--- src/secp_pkg.sv ---
// Constants and types shared by the serial EEPROM command port host
package secp_pkg;
    // Clock and shift-clock timing
    localparam int CLK_HZ = 200_000_000;
    localparam int SCK_MAX_HZ = 250_000;
    localparam int SCK_HALF_CYC = (CLK_HZ + 2 * SCK_MAX_HZ - 1) / (2 * SCK_MAX_HZ);
    localparam int SEL_GAP_CYC = 2 * SCK_HALF_CYC;
    // Program timing, held select low
    localparam int PROG_TIME_US = 10_000;
    localparam int PROG_MAX_US = 30_000;
    localparam int PROG_CYC = PROG_TIME_US * (CLK_HZ / 1_000_000);
    localparam int PROG_MAX_CYC = PROG_MAX_US * (CLK_HZ / 1_000_000);
    // Frame layout
    localparam int ADDR_W = 4;
    localparam int DATA_W = 16;
    localparam int FRAME_W = 1 + 4 + ADDR_W + DATA_W;
    localparam logic [4:0] HDR_BITS = 5'h09;
    localparam logic [4:0] WR_BITS = 5'h19;
    localparam logic [4:0] RD_BITS = 5'h11;
    localparam logic START_BIT = 1'b1;
    // Opcode field values
    localparam logic [3:0] OP_READ = 4'h8;
    localparam logic [3:0] OP_WRITE = 4'h4;
    localparam logic [3:0] OP_ERASE = 4'hC;
    localparam logic [3:0] OP_PROG_EN = 4'h3;
    localparam logic [3:0] OP_PROG_DIS = 4'h0;
    localparam logic [3:0] OP_ERASE_ALL = 4'h2;
    localparam logic [3:0] OP_WRITE_ALL = 4'h1;
    localparam logic [3:0] ADDR_NONE = 4'h0;

    typedef enum logic [2:0] {
        CMD_READ = 3'b000,
        CMD_WRITE = 3'b001,
        CMD_ERASE = 3'b010,
        CMD_PROG_EN = 3'b011,
        CMD_PROG_DIS = 3'b100,
        CMD_ERASE_ALL = 3'b101,
        CMD_WRITE_ALL = 3'b110
    } secp_cmd_t;

    typedef enum logic [2:0] {
        ST_IDLE = 3'b000,
        ST_SHIFT = 3'b001,
        ST_READ = 3'b010,
        ST_PROG = 3'b011,
        ST_GAP = 3'b100
    } secp_state_t;

    typedef enum logic [1:0] {
        STEP_PRE = 2'b00,
        STEP_MAIN = 2'b01,
        STEP_POST = 2'b10
    } secp_step_t;
endpackage

--- src/secp_host.sv ---
// Host controller for the serial EEPROM command port
// Functional notes
// - Bits move on rising shift clock edge
// - Instruction starts with select then start bit
// - One instruction per select assertion
// - Start bit, 4-bit opcode, 4-bit address
// - Host releases line after last command bit
// - Select low one clock after read
// - Write: command, 16 data, select low 10ms
// - Program select-low at most 30 ms
// - Shift clock may stop while programming
// - Enable before programming, disable afterwards
// - Shift clock at most 250 kHz
`timescale 1ns/1ps
module secp_host #(
    parameter int PROG_CYC = secp_pkg::PROG_CYC,
    parameter int SCK_HALF_CYC = secp_pkg::SCK_HALF_CYC
) (
    // Clock and reset
    input wire logic clock_in,
    input wire logic nrst_in,
    // Command request
    input wire logic cmd_valid_in,
    input wire secp_pkg::secp_cmd_t cmd_op_in,
    input wire logic [secp_pkg::ADDR_W-1:0] cmd_addr_in,
    input wire logic [secp_pkg::DATA_W-1:0] cmd_data_in,
    output logic cmd_ready_out,
    // Command answer
    output logic done_out,
    output logic [secp_pkg::DATA_W-1:0] rd_data_out,
    // Device pins
    output logic select_out,
    output logic shift_clock_out,
    output logic serial_in_out,
    output logic serial_in_oe_n_out,
    input wire logic serial_line_in
);
    secp_pkg::secp_state_t state_ff;
    secp_pkg::secp_step_t step_ff;
    secp_pkg::secp_step_t nxt_step;
    secp_pkg::secp_cmd_t cmd_ff;
    logic [secp_pkg::ADDR_W-1:0] addr_ff;
    logic [secp_pkg::DATA_W-1:0] wdata_ff;
    logic [secp_pkg::FRAME_W-1:0] shreg_ff;
    logic [4:0] bit_cnt_ff;
    logic [4:0] nbits_ff;
    logic [4:0] rd_cnt_ff;
    logic [secp_pkg::DATA_W:0] rd_sh_ff;
    logic [31:0] wait_cnt_ff;
    logic select_ff;
    logic oe_n_ff;
    logic done_ff;
    logic [secp_pkg::DATA_W-1:0] rd_data_ff;
    logic [1:0] din_sync_ff;
    logic sck_run;
    logic sck_rise;
    logic sck_fall;
    logic launch;
    logic shift_end;
    logic read_end;
    logic prog_end;
    logic gap_end;
    logic more_steps;
    logic [3:0] launch_op;
    logic [3:0] launch_addr;

    // Commands that store into the array
    function automatic logic is_prog(input secp_pkg::secp_cmd_t c);
        return (c == secp_pkg::CMD_WRITE) || (c == secp_pkg::CMD_ERASE) ||
               (c == secp_pkg::CMD_ERASE_ALL) || (c == secp_pkg::CMD_WRITE_ALL);
    endfunction

    function automatic logic has_data(input secp_pkg::secp_cmd_t c);
        return (c == secp_pkg::CMD_WRITE) || (c == secp_pkg::CMD_WRITE_ALL);
    endfunction

    function automatic logic [3:0] op_code(input secp_pkg::secp_cmd_t c);
        case (c)
            secp_pkg::CMD_READ: op_code = secp_pkg::OP_READ;
            secp_pkg::CMD_WRITE: op_code = secp_pkg::OP_WRITE;
            secp_pkg::CMD_ERASE: op_code = secp_pkg::OP_ERASE;
            secp_pkg::CMD_PROG_EN: op_code = secp_pkg::OP_PROG_EN;
            secp_pkg::CMD_PROG_DIS: op_code = secp_pkg::OP_PROG_DIS;
            secp_pkg::CMD_ERASE_ALL: op_code = secp_pkg::OP_ERASE_ALL;
            secp_pkg::CMD_WRITE_ALL: op_code = secp_pkg::OP_WRITE_ALL;
            default: op_code = secp_pkg::OP_PROG_DIS;
        endcase
    endfunction

    function automatic logic uses_addr(input secp_pkg::secp_cmd_t c);
        return (c == secp_pkg::CMD_READ) || (c == secp_pkg::CMD_WRITE) ||
               (c == secp_pkg::CMD_ERASE);
    endfunction

    // Pin input crossing
    always_ff @(posedge clock_in or negedge nrst_in) begin
        if (!nrst_in) begin
            din_sync_ff <= 2'b00;
        end else begin
            din_sync_ff <= {din_sync_ff[0], serial_line_in};
        end
    end

    secp_sck_gen #(
        .HALF_CYC(SCK_HALF_CYC)
    ) u_sck (
        .clock_in(clock_in),
        .nrst_in(nrst_in),
        .run_in(sck_run),
        .sck_out(shift_clock_out),
        .rise_out(sck_rise),
        .fall_out(sck_fall)
    );

    // Clock runs only inside a frame; stopped while programming
    assign sck_run = (state_ff == secp_pkg::ST_SHIFT) || (state_ff == secp_pkg::ST_READ);

    assign more_steps = (step_ff == secp_pkg::STEP_PRE) ||
                        ((step_ff == secp_pkg::STEP_MAIN) && is_prog(cmd_ff));
    assign shift_end = (state_ff == secp_pkg::ST_SHIFT) && sck_fall && (bit_cnt_ff == nbits_ff);
    assign read_end = (state_ff == secp_pkg::ST_READ) && sck_fall &&
                      (rd_cnt_ff == secp_pkg::RD_BITS);
    assign prog_end = (state_ff == secp_pkg::ST_PROG) && (wait_cnt_ff == 32'(PROG_CYC - 1));
    assign gap_end = (state_ff == secp_pkg::ST_GAP) &&
                     (wait_cnt_ff == 32'(secp_pkg::SEL_GAP_CYC - 1));
    assign launch = ((state_ff == secp_pkg::ST_IDLE) && cmd_valid_in) || (gap_end && more_steps);
    assign cmd_ready_out = (state_ff == secp_pkg::ST_IDLE);

    // Programming is wrapped in enable and disable instructions
    always_comb begin
        nxt_step = step_ff;
        if (state_ff == secp_pkg::ST_IDLE) begin
            nxt_step = is_prog(cmd_op_in) ? secp_pkg::STEP_PRE : secp_pkg::STEP_MAIN;
        end else if (step_ff == secp_pkg::STEP_PRE) begin
            nxt_step = secp_pkg::STEP_MAIN;
        end else begin
            nxt_step = secp_pkg::STEP_POST;
        end
    end

    always_comb begin
        launch_op = secp_pkg::OP_PROG_DIS;
        launch_addr = secp_pkg::ADDR_NONE;
        case (nxt_step)
            secp_pkg::STEP_PRE: launch_op = secp_pkg::OP_PROG_EN;
            secp_pkg::STEP_POST: launch_op = secp_pkg::OP_PROG_DIS;
            secp_pkg::STEP_MAIN: begin
                if (state_ff == secp_pkg::ST_IDLE) begin
                    launch_op = op_code(cmd_op_in);
                    launch_addr = uses_addr(cmd_op_in) ? cmd_addr_in : secp_pkg::ADDR_NONE;
                end else begin
                    launch_op = op_code(cmd_ff);
                    launch_addr = uses_addr(cmd_ff) ? addr_ff : secp_pkg::ADDR_NONE;
                end
            end
            default: launch_op = secp_pkg::OP_PROG_DIS;
        endcase
    end

    // Request capture
    always_ff @(posedge clock_in or negedge nrst_in) begin
        if (!nrst_in) begin
            cmd_ff <= secp_pkg::CMD_READ;
            addr_ff <= 4'h0;
            wdata_ff <= 16'h0000;
        end else if ((state_ff == secp_pkg::ST_IDLE) && cmd_valid_in) begin
            cmd_ff <= cmd_op_in;
            addr_ff <= cmd_addr_in;
            wdata_ff <= cmd_data_in;
        end
    end

    always_ff @(posedge clock_in or negedge nrst_in) begin
        if (!nrst_in) begin
            step_ff <= secp_pkg::STEP_MAIN;
        end else if (launch) begin
            step_ff <= nxt_step;
        end
    end

    // Sequencer
    always_ff @(posedge clock_in or negedge nrst_in) begin
        if (!nrst_in) begin
            state_ff <= secp_pkg::ST_IDLE;
        end else begin
            case (state_ff)
                secp_pkg::ST_IDLE: begin
                    if (launch) begin
                        state_ff <= secp_pkg::ST_SHIFT;
                    end
                end
                secp_pkg::ST_SHIFT: begin
                    if (shift_end) begin
                        if ((step_ff == secp_pkg::STEP_MAIN) && (cmd_ff == secp_pkg::CMD_READ)) begin
                            state_ff <= secp_pkg::ST_READ;
                        end else if ((step_ff == secp_pkg::STEP_MAIN) && is_prog(cmd_ff)) begin
                            state_ff <= secp_pkg::ST_PROG;
                        end else begin
                            state_ff <= secp_pkg::ST_GAP;
                        end
                    end
                end
                secp_pkg::ST_READ: begin
                    if (read_end) begin
                        state_ff <= secp_pkg::ST_GAP;
                    end
                end
                secp_pkg::ST_PROG: begin
                    if (prog_end) begin
                        state_ff <= secp_pkg::ST_GAP;
                    end
                end
                secp_pkg::ST_GAP: begin
                    if (launch) begin
                        state_ff <= secp_pkg::ST_SHIFT;
                    end else if (gap_end) begin
                        state_ff <= secp_pkg::ST_IDLE;
                    end
                end
                default: state_ff <= secp_pkg::ST_IDLE;
            endcase
        end
    end

    // Select: one assertion per instruction, low while programming and between frames
    always_ff @(posedge clock_in or negedge nrst_in) begin
        if (!nrst_in) begin
            select_ff <= 1'b0;
        end else if (launch) begin
            select_ff <= 1'b1;
        end else if (shift_end && !((step_ff == secp_pkg::STEP_MAIN) &&
                                    (cmd_ff == secp_pkg::CMD_READ))) begin
            select_ff <= 1'b0;
        end else if (read_end) begin
            select_ff <= 1'b0;
        end
    end

    // Wait counter for program hold and deselect gap
    always_ff @(posedge clock_in or negedge nrst_in) begin
        if (!nrst_in) begin
            wait_cnt_ff <= 32'h0000_0000;
        end else if ((state_ff == secp_pkg::ST_PROG) || (state_ff == secp_pkg::ST_GAP)) begin
            if (prog_end || gap_end) begin
                wait_cnt_ff <= 32'h0000_0000;
            end else begin
                wait_cnt_ff <= wait_cnt_ff + 32'h0000_0001;
            end
        end else begin
            wait_cnt_ff <= 32'h0000_0000;
        end
    end

    // Outgoing frame: start bit, opcode, address, optional data, MSB first
    always_ff @(posedge clock_in or negedge nrst_in) begin
        if (!nrst_in) begin
            shreg_ff <= 25'h0000000;
            nbits_ff <= 5'h00;
            bit_cnt_ff <= 5'h00;
        end else if (launch) begin
            shreg_ff <= {secp_pkg::START_BIT, launch_op, launch_addr,
                         (state_ff == secp_pkg::ST_IDLE) ? cmd_data_in : wdata_ff};
            nbits_ff <= ((nxt_step == secp_pkg::STEP_MAIN) &&
                         has_data((state_ff == secp_pkg::ST_IDLE) ? cmd_op_in : cmd_ff)) ?
                        secp_pkg::WR_BITS : secp_pkg::HDR_BITS;
            bit_cnt_ff <= 5'h00;
        end else if (state_ff == secp_pkg::ST_SHIFT) begin
            if (sck_rise) begin
                bit_cnt_ff <= bit_cnt_ff + 5'h01;
            end
            if (sck_fall) begin
                shreg_ff <= {shreg_ff[secp_pkg::FRAME_W-2:0], 1'b0};
            end
        end
    end

    // Line drive: only through the command bits, released for device output
    always_ff @(posedge clock_in or negedge nrst_in) begin
        if (!nrst_in) begin
            oe_n_ff <= 1'b1;
        end else if (launch) begin
            oe_n_ff <= 1'b0;
        end else if (shift_end) begin
            oe_n_ff <= 1'b1;
        end
    end

    assign select_out = select_ff;
    assign serial_in_out = (state_ff == secp_pkg::ST_SHIFT) ? shreg_ff[secp_pkg::FRAME_W-1] : 1'b0;
    assign serial_in_oe_n_out = oe_n_ff;

    // Read capture: dummy bit then 16 data bits
    always_ff @(posedge clock_in or negedge nrst_in) begin
        if (!nrst_in) begin
            rd_cnt_ff <= 5'h00;
            rd_sh_ff <= 17'h00000;
        end else if (state_ff != secp_pkg::ST_READ) begin
            rd_cnt_ff <= 5'h00;
        end else if (sck_rise) begin
            rd_cnt_ff <= rd_cnt_ff + 5'h01;
            rd_sh_ff <= {rd_sh_ff[secp_pkg::DATA_W-1:0], din_sync_ff[1]};
        end
    end

    always_ff @(posedge clock_in or negedge nrst_in) begin
        if (!nrst_in) begin
            rd_data_ff <= 16'h0000;
        end else if (read_end) begin
            rd_data_ff <= rd_sh_ff[secp_pkg::DATA_W-1:0];
        end
    end

    always_ff @(posedge clock_in or negedge nrst_in) begin
        if (!nrst_in) begin
            done_ff <= 1'b0;
        end else begin
            done_ff <= gap_end && !more_steps;
        end
    end

    assign done_out = done_ff;
    assign rd_data_out = rd_data_ff;
endmodule // secp_host

--- src/secp_sck_gen.sv ---
// Shift clock divider with edge strobes
`timescale 1ns/1ps
module secp_sck_gen #(
    parameter int HALF_CYC = secp_pkg::SCK_HALF_CYC
) (
    // Clock and reset
    input wire logic clock_in,
    input wire logic nrst_in,
    // Control
    input wire logic run_in,
    // Shift clock and strobes
    output logic sck_out,
    output logic rise_out,
    output logic fall_out
);
    logic [15:0] cnt_ff;
    logic sck_ff;
    logic wrap;

    assign wrap = run_in && (cnt_ff == 16'(HALF_CYC - 1));
    assign rise_out = wrap && !sck_ff;
    assign fall_out = wrap && sck_ff;
    assign sck_out = sck_ff;

    always_ff @(posedge clock_in or negedge nrst_in) begin
        if (!nrst_in) begin
            cnt_ff <= 16'h0000;
        end else if (!run_in || wrap) begin
            cnt_ff <= 16'h0000;
        end else begin
            cnt_ff <= cnt_ff + 16'h0001;
        end
    end

    // Clock parks low whenever stopped
    always_ff @(posedge clock_in or negedge nrst_in) begin
        if (!nrst_in) begin
            sck_ff <= 1'b0;
        end else if (!run_in) begin
            sck_ff <= 1'b0;
        end else if (wrap) begin
            sck_ff <= !sck_ff;
        end
    end
endmodule // secp_sck_gen
--- config.mk ---
export PLATFORM = sky130hd
export DESIGN_NAME = secp_host
export DESIGN_NICKNAME = d
export VERILOG_FILES = /design/src/secp_pkg.sv /design/src/secp_host.sv /design/src/secp_sck_gen.sv
export SDC_FILE = /design/constraint.sdc
export NUM_CORES = 1
export LEC_CHECK = 0
export ABC_CLOCK_PERIOD_IN_PS = 3600
export CELL_PAD_IN_SITES_DETAIL_PLACEMENT = 0
export CELL_PAD_IN_SITES_GLOBAL_PLACEMENT = 1
export CORE_MARGIN = 1.5
export CORE_UTILIZATION = 51
export CTS_CLUSTER_DIAMETER = 100
export CTS_CLUSTER_SIZE = 14
export DETAILED_ROUTE_END_ITERATION = 10
export DONT_BUFFER_PORTS = 1
export PLACE_DENSITY_LB_ADDON = 0.1
export SYNTH_ARGS = -nofsm -noshare
export SYNTH_HDL_FRONTEND = slang
export SYNTH_HIERARCHICAL = 1
export SYNTH_SLANG_ARGS = --single-unit
--- constraint.sdc ---
create_clock -name clock_in -period 3.6 [get_ports clock_in]
set_input_delay 0.72 -clock clock_in [delete_from_list [all_inputs] [get_ports clock_in]]
set_output_delay 0.72 -clock clock_in [all_outputs]
set_load 0.1 [all_outputs]
==> results.toml, run 1 <==
[cells_and_area]
fin_nets = 730
area_delta_synth_final_pct = 10.4
antennaDiodeCount = 0
post_route_cells_drive_above_1_share_pct = 15.7
layout.filler_cells = 1185
fin_util_pct = 58.2
finalInstanceArea_um2 = 8170

[clocking]
cts_setup_buffers = 0
insertion_delay_ns = 0.42
cts-root-buf = "sky130_fd_sc_hd__clkbuf_16"
worst_setup_hold_path_clk_slew_ns = 0.06
cts_repair_resize_count = 0
cts-buffers-inserted = 17
cts.sink_count = 151
ctsHtreeMaxLevel = 4
cts.path.max_buffers = 2
tritoncts = "done"

[synth]
mappedNetlistArea_um2 = 7400
yosys_warning_count = 6
synth_area_leaders = "sky130_fd_sc_hd__dfrtp_1 50%, sky130_fd_sc_hd__mux2_2 5.3%, sky130_fd_sc_hd__xnor2_1 4.7%"
post-synth-top-area-cell = "sky130_fd_sc_hd__dfrtp_1"
synth_commonest_cells = "149 x sky130_fd_sc_hd__dfrtp_1, 85 x sky130_fd_sc_hd__nand2_1, 44 x sky130_fd_sc_hd__nor2_1, 40 x sky130_fd_sc_hd__xnor2_1"
number_of_distinct_library_cell_variants_in_the_gate_level_netlist_after_synthesis = 65
syn_nets = 732
ys_ff_latch = 151
seq_area_frac_synth_pct = 51.1
syn_avg_cell_area_um2 = 10.6
netlist.area_leader.share_pct = 50.4
async_reset_ff_share_pct = 100
syn-instance-count = 696
synth_flop_cell = "sky130_fd_sc_hd__dfrtp_1"
synth_enable_flop_cells = 0
synth.most_common_cell = "sky130_fd_sc_hd__dfrtp_1"

[setup_path]
worst_ep_required_time_ns = 3.91
timing.setup.critical_path_class = "register to register"
worstPathMaxFanout = 17
cp-startpoint = "state_ff[0]$_DFFE_PN0P_"
critical_path.endpoint_type = "register"
regToRegStartpoint = "state_ff[0]$_DFFE_PN0P_"
worst_setup_path_start_kind = "register"
timing.critical_path.arrival_ns = 3.23

[placement]
detailedPlacementHpwl_mm = 9.31
finalWeightedCongestion = 0.816
placedInstanceArea_um2 = 7540
io_buffers = 0

[route]
drt-initial-drc-count = 296
route.detailed.drc = 0
via_density_per_instance = 5.65
route.final.wire_length_mm = 14.6
drtPass1Iterations = 5
antenna_violating_nets_post_route = 0
via_count = 5006
route.detailed.wl_per_inst_um = 16.5

[grt]
global_route.overflow_total = 0
grt_use_total_pct = 20.3
global_route_wire_length_before_repair_mm = 23.9
pin_count_of_the_biggest_net_entering_global_routing = 152
grt_pass1_vias = 4872
initial_antenna_violation_count = 0

[pwr]
ir_worst_vdd_mv = 0.318
sw_frac_of_total_pct = 21.7
power.share.sequential_pct = 48.8
static_leakage_power_uw = 0.00368
clockPowerShare_pct = 49.6
switching_power_uw = 759
power_frac_comb_pct = 1.6
power_density_nw_per_um2 = 429
int_pwr_uw = 2740

[floorplanning]
die_x_um = 123
top_level_ports = 49
die_h_um = 123
core_area_um2 = 14000
placementRows = 43
initial_core_util_pct = 52.7
design.die.area_um2 = 15300

[sta]
setup_total_negative_slack_ns = 0
setup_viol_count_final = 0
final_period_minus_worst_setup_slack_ns = 2.92
worstMarginPinSlew_ns = 0.996
final-hold-violation-count = 0
fmaxAchievable_ghz = 0.343
rsz0062_at_grt = "no"
clock_skew_ns = 0.0128
final_max_slew_viol_count = 0
timing.max_slew.rel_slack_pct = 33.6
final_min_period_over_clock_period_pct = 81.1

[min_path]
hold_path.class = "input pin to async pin"

[run_status]
status = "finished, final reports clean"

[flow_run]
maxCapViolCount = 0
-- registers in the layout (all words and copies together) (netlist names), 3 cells and up --
name	flops
addr_ff	4
bit_cnt_ff	5
cmd_ff	3
rd_cnt_ff	5
rd_data_out	16
rd_sh_ff	16
shreg_ff	25
state_ff	3
u_sck/cnt_ff	16
wait_cnt_ff	32
wdata_ff	16
-- power groups by stage --
stage	Sequential, uW	Clock [uW]	Combinational [uW]
after floorplan	1740	0	14.6
after global placement	1740	0	17.0
after detailed placement	1740	0	17.5
after CTS	1710	1780	17.7
after global routing	1710	1850	64.9
final	1710	1740	55.4
-- through the flow --
step / setup slack, ns / hold WS, ns / std cells / total power, uW
finish: 0.681 / 0.142 / 886 / 3500
global route: 0.395 / 0.118 / 886 / 3630
CTS: 0.638 / -0.0278 / 884 / 3510
detailed placement: 0.675 / 0.366 / 853 / 1760
global placement: 0.746 / 0.336 / 853 / 1760
floorplan: 0.629 / 0.331 / 696 / 1750
-- per-layer routing --
metal,up-vias,track usage (%),routed length (um)
li1,2438,-,-
met1,2444,27.0,6970
met2,108,31.3,6670
met3,16,6.64,816
met4,0,7.04,180
met5,-,0,0
-- critical path, cell delays in order (launching register included) --
cell and delay [ns]:
sky130_fd_sc_hd__dfrtp_1 0.48, sky130_fd_sc_hd__nand3b_1 0.38, sky130_fd_sc_hd__nand2_1 0.21, sky130_fd_sc_hd__inv_1 0.08, sky130_fd_sc_hd__or2_1 0.24, sky130_fd_sc_hd__nor2_1 0.17, sky130_fd_sc_hd__nand2_1 0.10, sky130_fd_sc_hd__nor4_1 0.17
sky130_fd_sc_hd__nand2_1 0.50, sky130_fd_sc_hd__mux2_2 0.46
-- cell usage in the layout (no fill, tap or decap), types with 24 or more instances in the layout --
master,synthesis,routed
sky130_fd_sc_hd__dfrtp_1,149,149
sky130_fd_sc_hd__nand2_1,85,85
sky130_fd_sc_hd__nor2_1,44,43
sky130_fd_sc_hd__xnor2_1,40,40
sky130_fd_sc_hd__mux2_2,35,35
sky130_fd_sc_hd__a21oi_1,35,35
sky130_fd_sc_hd__mux2i_1,34,34
sky130_fd_sc_hd__inv_1,33,33
sky130_fd_sc_hd__o21ai_0,24,24
-- final timing paths --
path                                               to  slack, ns  depth (start not counted)
max in group asynchronous    wait_cnt_ff[8]$_DFF_PN0_       3.05                          1
min in group clock_in        din_sync_ff[0]$_DFF_PN0_       0.33                          0
min reg2reg                  din_sync_ff[1]$_DFF_PN0_       0.36                          0
min                            step_ff[0]$_DFFE_PN1N_       0.14                          0
max                        rd_data_out[2]$_DFFE_PN0P_       0.68                          9
max reg2reg                rd_data_out[2]$_DFFE_PN0P_       0.68                          9
-- cell type report --
class                           instances  area [um^2]  area share (%)
Multi-Input combinational cell        477         3320            40.7
Clock inverter                         13          148            1.81
Sequential cell                       151         3780            46.3
Tap cell                              180          225            2.76
Inverter                               34          128            1.56
Timing Repair Buffer                   13          138            1.68
Clock buffer                           18          429            5.25
-- cell families (layout without fill, tap and decap cells) --
logic type	after synthesis	after routing	synth area share, %
adder cells (fa/ha/maj)	9	9	1.52
multiplexers	69	69	9.92
AO/OA/AOI/OAI	102	102	9.94
AND/OR/NAND/NOR	240	240	16.7
XOR/XNOR	57	57	6.74
flip-flops	151	151	51.1
buffers and inverters	68	78	4.16
Power figures use the tool's default switching activity.
==> run 2, diff against run 1 <==
Settings changed: ABC_CLOCK_PERIOD_IN_PS 3600 to 3050.
Clock period 3.6 ns to 3.05 ns, I/O delays scaled along.
==> run 2 against run 1 <==
Net effect: the run now ends with negative hold slack left; flip-flop and latch count unchanged; sequential share of layout area hardly changed; wire length is 0.96% lower; largest power group unchanged; critical endpoint is now state_ff[0]$_DFFE_PN0P_.
==> results.toml, run 2 (same netlist as run 1, synthesis figures left out) <==
[sta]
fin_ws_ns = 0.361
final-hold-violation-count = 149
worstMarginPinSlew_ns = 0.952
final_period_minus_worst_setup_slack_ns = 2.69
clock_skew_ns = 0.00929
timing.max_slew.rel_slack_pct = 36.6
fmaxAchievable_ghz = 0.372
setup_viol_count_final = 0
rsz0062_at_grt = "no"
final_max_slew_viol_count = 0
final_min_period_over_clock_period_pct = 88.2
setup_total_negative_slack_ns = 0
fin_hold_ws_ns = -0.116

[clocking]
cts_setup_buffers = 0
insertion_delay_ns = 0.43
tritoncts = "done"
cts.path.max_buffers = 2
cts.sink_count = 151
cts_repair_resize_count = 0
cts-buffers-inserted = 17
ctsHtreeMaxLevel = 4
worst_setup_hold_path_clk_slew_ns = 0.06
cts-root-buf = "sky130_fd_sc_hd__clkbuf_16"

[cells_and_area]
post_route_cells_drive_above_1_share_pct = 16.1
sequential_cell_area_um2 = 3780
biggestRegsByFlops = "wait_cnt_ff x32, shreg_ff x25"
layout_commonest_cell = "sky130_fd_sc_hd__dfrtp_1"
fin_util_pct = 58.2
antennaDiodeCount = 0
footprint_of_the_multi_input_gates_um2 = 3320
max_flop_register = "wait_cnt_ff"
fin_nets = 733
most-common-layout-cells = "149 x sky130_fd_sc_hd__dfrtp_1, 85 x sky130_fd_sc_hd__nand2_1, 43 x sky130_fd_sc_hd__nor2_1"
largest_register_ffs = 32
finalInstanceArea_um2 = 8180
area_delta_synth_final_pct = 10.5
layout.filler_cells = 1166

[grt]
global_route.overflow_total = 0
grt_pass1_vias = 4993
grt_use_total_pct = 20.7
pin_count_of_the_biggest_net_entering_global_routing = 152
global_route_wire_length_before_repair_mm = 24.5
initial_antenna_violation_count = 0

[route]
route.detailed.wl_per_inst_um = 16.3
drt-initial-drc-count = 255
route.final.wire_length_mm = 14.5
antenna_violating_nets_post_route = 0
via_density_per_instance = 5.62
drtPass1Iterations = 4
route.detailed.drc = 0
via_count = 4998

[setup_path]
critical_path.endpoint_type = "register"
worst-r2r-cell-count = 10
reg2reg_setup_slack_ns = 0.36
worst_setup_path_start_kind = "register"
timing.critical_path.arrival_ns = 2.99
timing.setup.critical_path_class = "register to register"
worstPathMaxFanout = 7
worst_ep_required_time_ns = 3.35

[pwr]
ir_worst_vdd_mv = 0.500
power_density_nw_per_um2 = 511
static_leakage_power_uw = 0.00371
finalPower_uw = 4180

[floorplanning]
top_level_ports = 49
initial_core_util_pct = 52.7
die_h_um = 123
core_area_um2 = 14000
design.die.area_um2 = 15300
die_x_um = 123
placementRows = 43

[run_status]
failing_checks = "negative hold slack"
status = "finished, violations left"

[placement]
dp_slack_ns = 0.378
io_buffers = 0
detailedPlacementHpwl_mm = 9.56
finalWeightedCongestion = 0.790
placedInstanceArea_um2 = 7580

[min_path]
hold_path.class = "input pin to async pin"

[flow_run]
maxCapViolCount = 0
[run 2: final cells by class]
cell class | instances | share of cell area, %
Sequential cell | 151 | 46.2
Clock buffer | 18 | 5.25
Inverter | 34 | 1.56
Timing Repair Buffer | 16 | 1.47
Multi-Input combinational cell | 477 | 40.6
Clock inverter | 13 | 2.10
Tap cell | 180 | 2.75
[run 2: worst max-delay path, cell delays in order (launching register included)]
cell and delay [ns]:
sky130_fd_sc_hd__dfrtp_1 0.39, sky130_fd_sc_hd__ha_1 0.22, sky130_fd_sc_hd__nand3_2 0.18, sky130_fd_sc_hd__nand4b_1 0.33, sky130_fd_sc_hd__or2_1 0.29, sky130_fd_sc_hd__nor2_1 0.17
sky130_fd_sc_hd__nand2_1 0.10, sky130_fd_sc_hd__o211a_1 0.27, sky130_fd_sc_hd__o22ai_1 0.15, sky130_fd_sc_hd__o2111ai_1 0.17, sky130_fd_sc_hd__mux2_2 0.30
[run 2: stage by stage]
stage,hold WS (ns),std cells
final,-0.116,889
after global routing,-0.142,889
after CTS,-0.135,889
after detailed placement,0.320,858
after global placement,0.319,858
after floorplan,0.314,696
[run 2: where the power goes]
| group | switching [uW] | internal [uW] | total [uW] |
|---|---|---|---|
| Combinational | 10.8 | 10.2 | 20.9 |
| Sequential | 4.63 | 2010 | 2020 |
| Clock | 843 | 1290 | 2140 |
[run 2: final timing paths]
| check | startpoint | endpoint |
|---|---|---|
| min in group clock_in | serial_line_in | din_sync_ff[0]$_DFF_PN0_ |
| max | u_sck/cnt_ff[0]$_DFF_PN0_ | state_ff[0]$_DFFE_PN0P_ |
| min | nrst_in | addr_ff[3]$_DFFE_PN0P_ |
| min reg2reg | din_sync_ff[0]$_DFF_PN0_ | din_sync_ff[1]$_DFF_PN0_ |
| max reg2reg | u_sck/cnt_ff[0]$_DFF_PN0_ | state_ff[0]$_DFFE_PN0P_ |
| max in group asynchronous | nrst_in | serial_in_oe_n_out$_DFFE_PN1P_ |
[run 2: per-layer routing]
layer,track usage [%],up-vias,wire length [um]
met5,0,-,0
met3,6.23,18,743
met2,33.8,99,6910
met4,6.47,0,166
met1,26.4,2433,6670
li1,-,2448,-
==> run 3, diff against run 2 <==
Settings changed: CORE_MARGIN 1.5 to 2.
==> run 3 against run 2 <==
Net effect: the run still ends with negative hold slack left; critical path type unchanged; clock skew is 0.00054 ns lower; register-to-register slack improved by 0.03 ns; cell area shrank 0.18%; utilization down 1.4 points; final cell count rose by 0.56%; wire length rose by 3.9%; setup slack gained 0.028 ns; fmax grew 1.1%; sequential share of layout area grew 0.085 points; highest routed layer unchanged.
==> results.toml, run 3 (same netlist as run 1, synthesis figures left out) <==
[run_status]
status = "finished, violations left"
failing_checks = "negative hold slack"

[sta]
fin_hold_ws_ns = -0.125
final-hold-violation-count = 149
clock_skew_ns = 0.00875
fin_ws_ns = 0.389
setup_viol_count_final = 0
final_min_period_over_clock_period_pct = 87.2
final_max_slew_viol_count = 0
rsz0062_at_grt = "no"
final_period_minus_worst_setup_slack_ns = 2.66
fmaxAchievable_ghz = 0.376
timing.max_slew.rel_slack_pct = 33.1
worstMarginPinSlew_ns = 1.00
setup_total_negative_slack_ns = 0

[route]
via_count = 5038
route.final.wire_length_mm = 15.1
route.detailed.wl_per_inst_um = 16.9
drtPass1Iterations = 5
via_density_per_instance = 5.64
antenna_violating_nets_post_route = 0
route.detailed.drc = 0
drt-initial-drc-count = 328

[clocking]
cts-buffers-inserted = 17
ctsHtreeMaxLevel = 4
cts.path.max_buffers = 2
cts.sink_count = 151
insertion_delay_ns = 0.43
tritoncts = "done"
worst_setup_hold_path_clk_slew_ns = 0.07
cts-root-buf = "sky130_fd_sc_hd__clkbuf_16"

[grt]
pin_count_of_the_biggest_net_entering_global_routing = 152
global_route_wire_length_before_repair_mm = 26.3
initial_antenna_violation_count = 0
grt_use_total_pct = 20.9
global_route.overflow_total = 0
grt_pass1_vias = 5209

[placement]
finalWeightedCongestion = 0.798
detailedPlacementHpwl_mm = 9.95
io_buffers = 0
dp_cells = 862
dp_slack_ns = 0.414

[floorplanning]
design.die.area_um2 = 15500
die_h_um = 124
die_x_um = 124
placementRows = 44
top_level_ports = 49
core_area_um2 = 14400
initial_core_util_pct = 51.5

[pwr]
int_pwr_uw = 3110
switching_power_uw = 964
power_frac_comb_pct = 0.5
clockPowerShare_pct = 50.0
power_density_nw_per_um2 = 499
static_leakage_power_uw = 0.00369
ir_worst_vdd_mv = 0.407
power.share.sequential_pct = 49.5
sw_frac_of_total_pct = 23.6

[cells_and_area]
fin_nets = 733
most-common-layout-cells = "149 x sky130_fd_sc_hd__dfrtp_1, 85 x sky130_fd_sc_hd__nand2_1, 43 x sky130_fd_sc_hd__nor2_1"
fin_util_pct = 56.8
area_delta_synth_final_pct = 10.3
finalNonFillerCells = 894
antennaDiodeCount = 0
layout_commonest_cell = "sky130_fd_sc_hd__dfrtp_1"
biggestRegsByFlops = "wait_cnt_ff x32, shreg_ff x25"
max_flop_register = "wait_cnt_ff"
post_route_cells_drive_above_1_share_pct = 16.3
largest_register_ffs = 32

[setup_path]
regToRegStartpoint = "state_ff[0]$_DFFE_PN0P_"
r2r_end = "state_ff[0]$_DFFE_PN0P_"
critical_path.endpoint_type = "register"
cpMaxStageDelayCell = "sky130_fd_sc_hd__dfrtp_1"
worst-path-buf-inv = 1
timing.setup.critical_path_class = "register to register"
most_numerous_cell_on_the_critical_path = "sky130_fd_sc_hd__nand2_1"
cp-startpoint = "state_ff[0]$_DFFE_PN0P_"
timing.critical_path.arrival_ns = 2.97
critical_path.cell_chain = "nand3b_1 -> nand2_1 -> inv_1 -> or2_1 -> nor2_1 -> nand2_1 -> o211a_1 -> o22ai_1 -> o2111ai_1 -> mux2_2"
worst_ep_required_time_ns = 3.36
reg2reg_setup_slack_ns = 0.39
worst_setup_path_start_kind = "register"
cp_slowest_stage_delay_ns = 0.50
worst-r2r-cell-count = 10
worstPathMaxFanout = 11
crit_family = "simple AND/OR/NAND/NOR gates"

[min_path]
hold_path.class = "input pin to async pin"

[flow_run]
maxCapViolCount = 0
[run 3: layer usage]
metal | global-route usage [%] | up-vias | share of wire [%]
met1 | 28.5 | 2492 | 48
li1 | - | 2447 | -
met4 | 6.68 | 0 | 1.5
met2 | 32.3 | 86 | 46
met5 | 0 | - | 0
met3 | 6.14 | 13 | 4.3
[run 3: power by group through the flow]
stage	sequential, uW	combinational, uW	clock, uW
6_report	2020	20.8	2040
5_1_grt	2020	24.0	2180
3_5_place_dp	2050	20.8	0
3_3_place_gp	2050	19.5	0
4_1_cts	2020	20.9	2090
2_1_floorplan	2050	17.2	0
[run 3: worst max-delay path by stage]
stage                                           to  slack, ns  cells past startpoint
after detailed placement   state_ff[0]$_DFFE_PN0P_       0.41                     10
final                      state_ff[0]$_DFFE_PN0P_       0.39                     10
after global placement     state_ff[0]$_DFFE_PN0P_       0.46                     10
after floorplan           rd_sh_ff[10]$_DFFE_PN0P_       0.08                     12
after global routing       state_ff[0]$_DFFE_PN0P_       0.11                     10
after CTS                  state_ff[0]$_DFFE_PN0P_       0.40                     10
[run 3: final cells by class]
type / count / area [um^2]
Tap cell: 184 / 230
Inverter: 34 / 128
Clock inverter: 15 / 155
Timing Repair Buffer: 16 / 120
Multi-Input combinational cell: 477 / 3320
Fill cell: 1237 / 6200
Clock buffer: 17 / 425
Sequential cell: 151 / 3780
[run 3: worst reg2reg max path, cell delays in order (launching register included)]
cell and delay, ns:
sky130_fd_sc_hd__dfrtp_1 0.50, sky130_fd_sc_hd__nand3b_1 0.39, sky130_fd_sc_hd__nand2_1 0.21, sky130_fd_sc_hd__inv_1 0.08, sky130_fd_sc_hd__or2_1 0.24, sky130_fd_sc_hd__nor2_1 0.17
sky130_fd_sc_hd__nand2_1 0.10, sky130_fd_sc_hd__o211a_1 0.26, sky130_fd_sc_hd__o22ai_1 0.12, sky130_fd_sc_hd__o2111ai_1 0.18, sky130_fd_sc_hd__mux2_2 0.31
[run 3: stage by stage]
stage	cell area, um^2	hold WS (ns)	power [uW]
floorplan	7400	0.314	2070
global placement	7580	0.319	2070
detailed placement	7580	0.320	2070
CTS	8160	-0.145	4130
global route	8160	-0.152	4220
finish	8160	-0.125	4080
[run 3: what timing repair did]
action | CTS | global route
endpoints found under the hold margin | 149 | 149
setup buffers | 0 | 0
resized for setup | 0 | 0
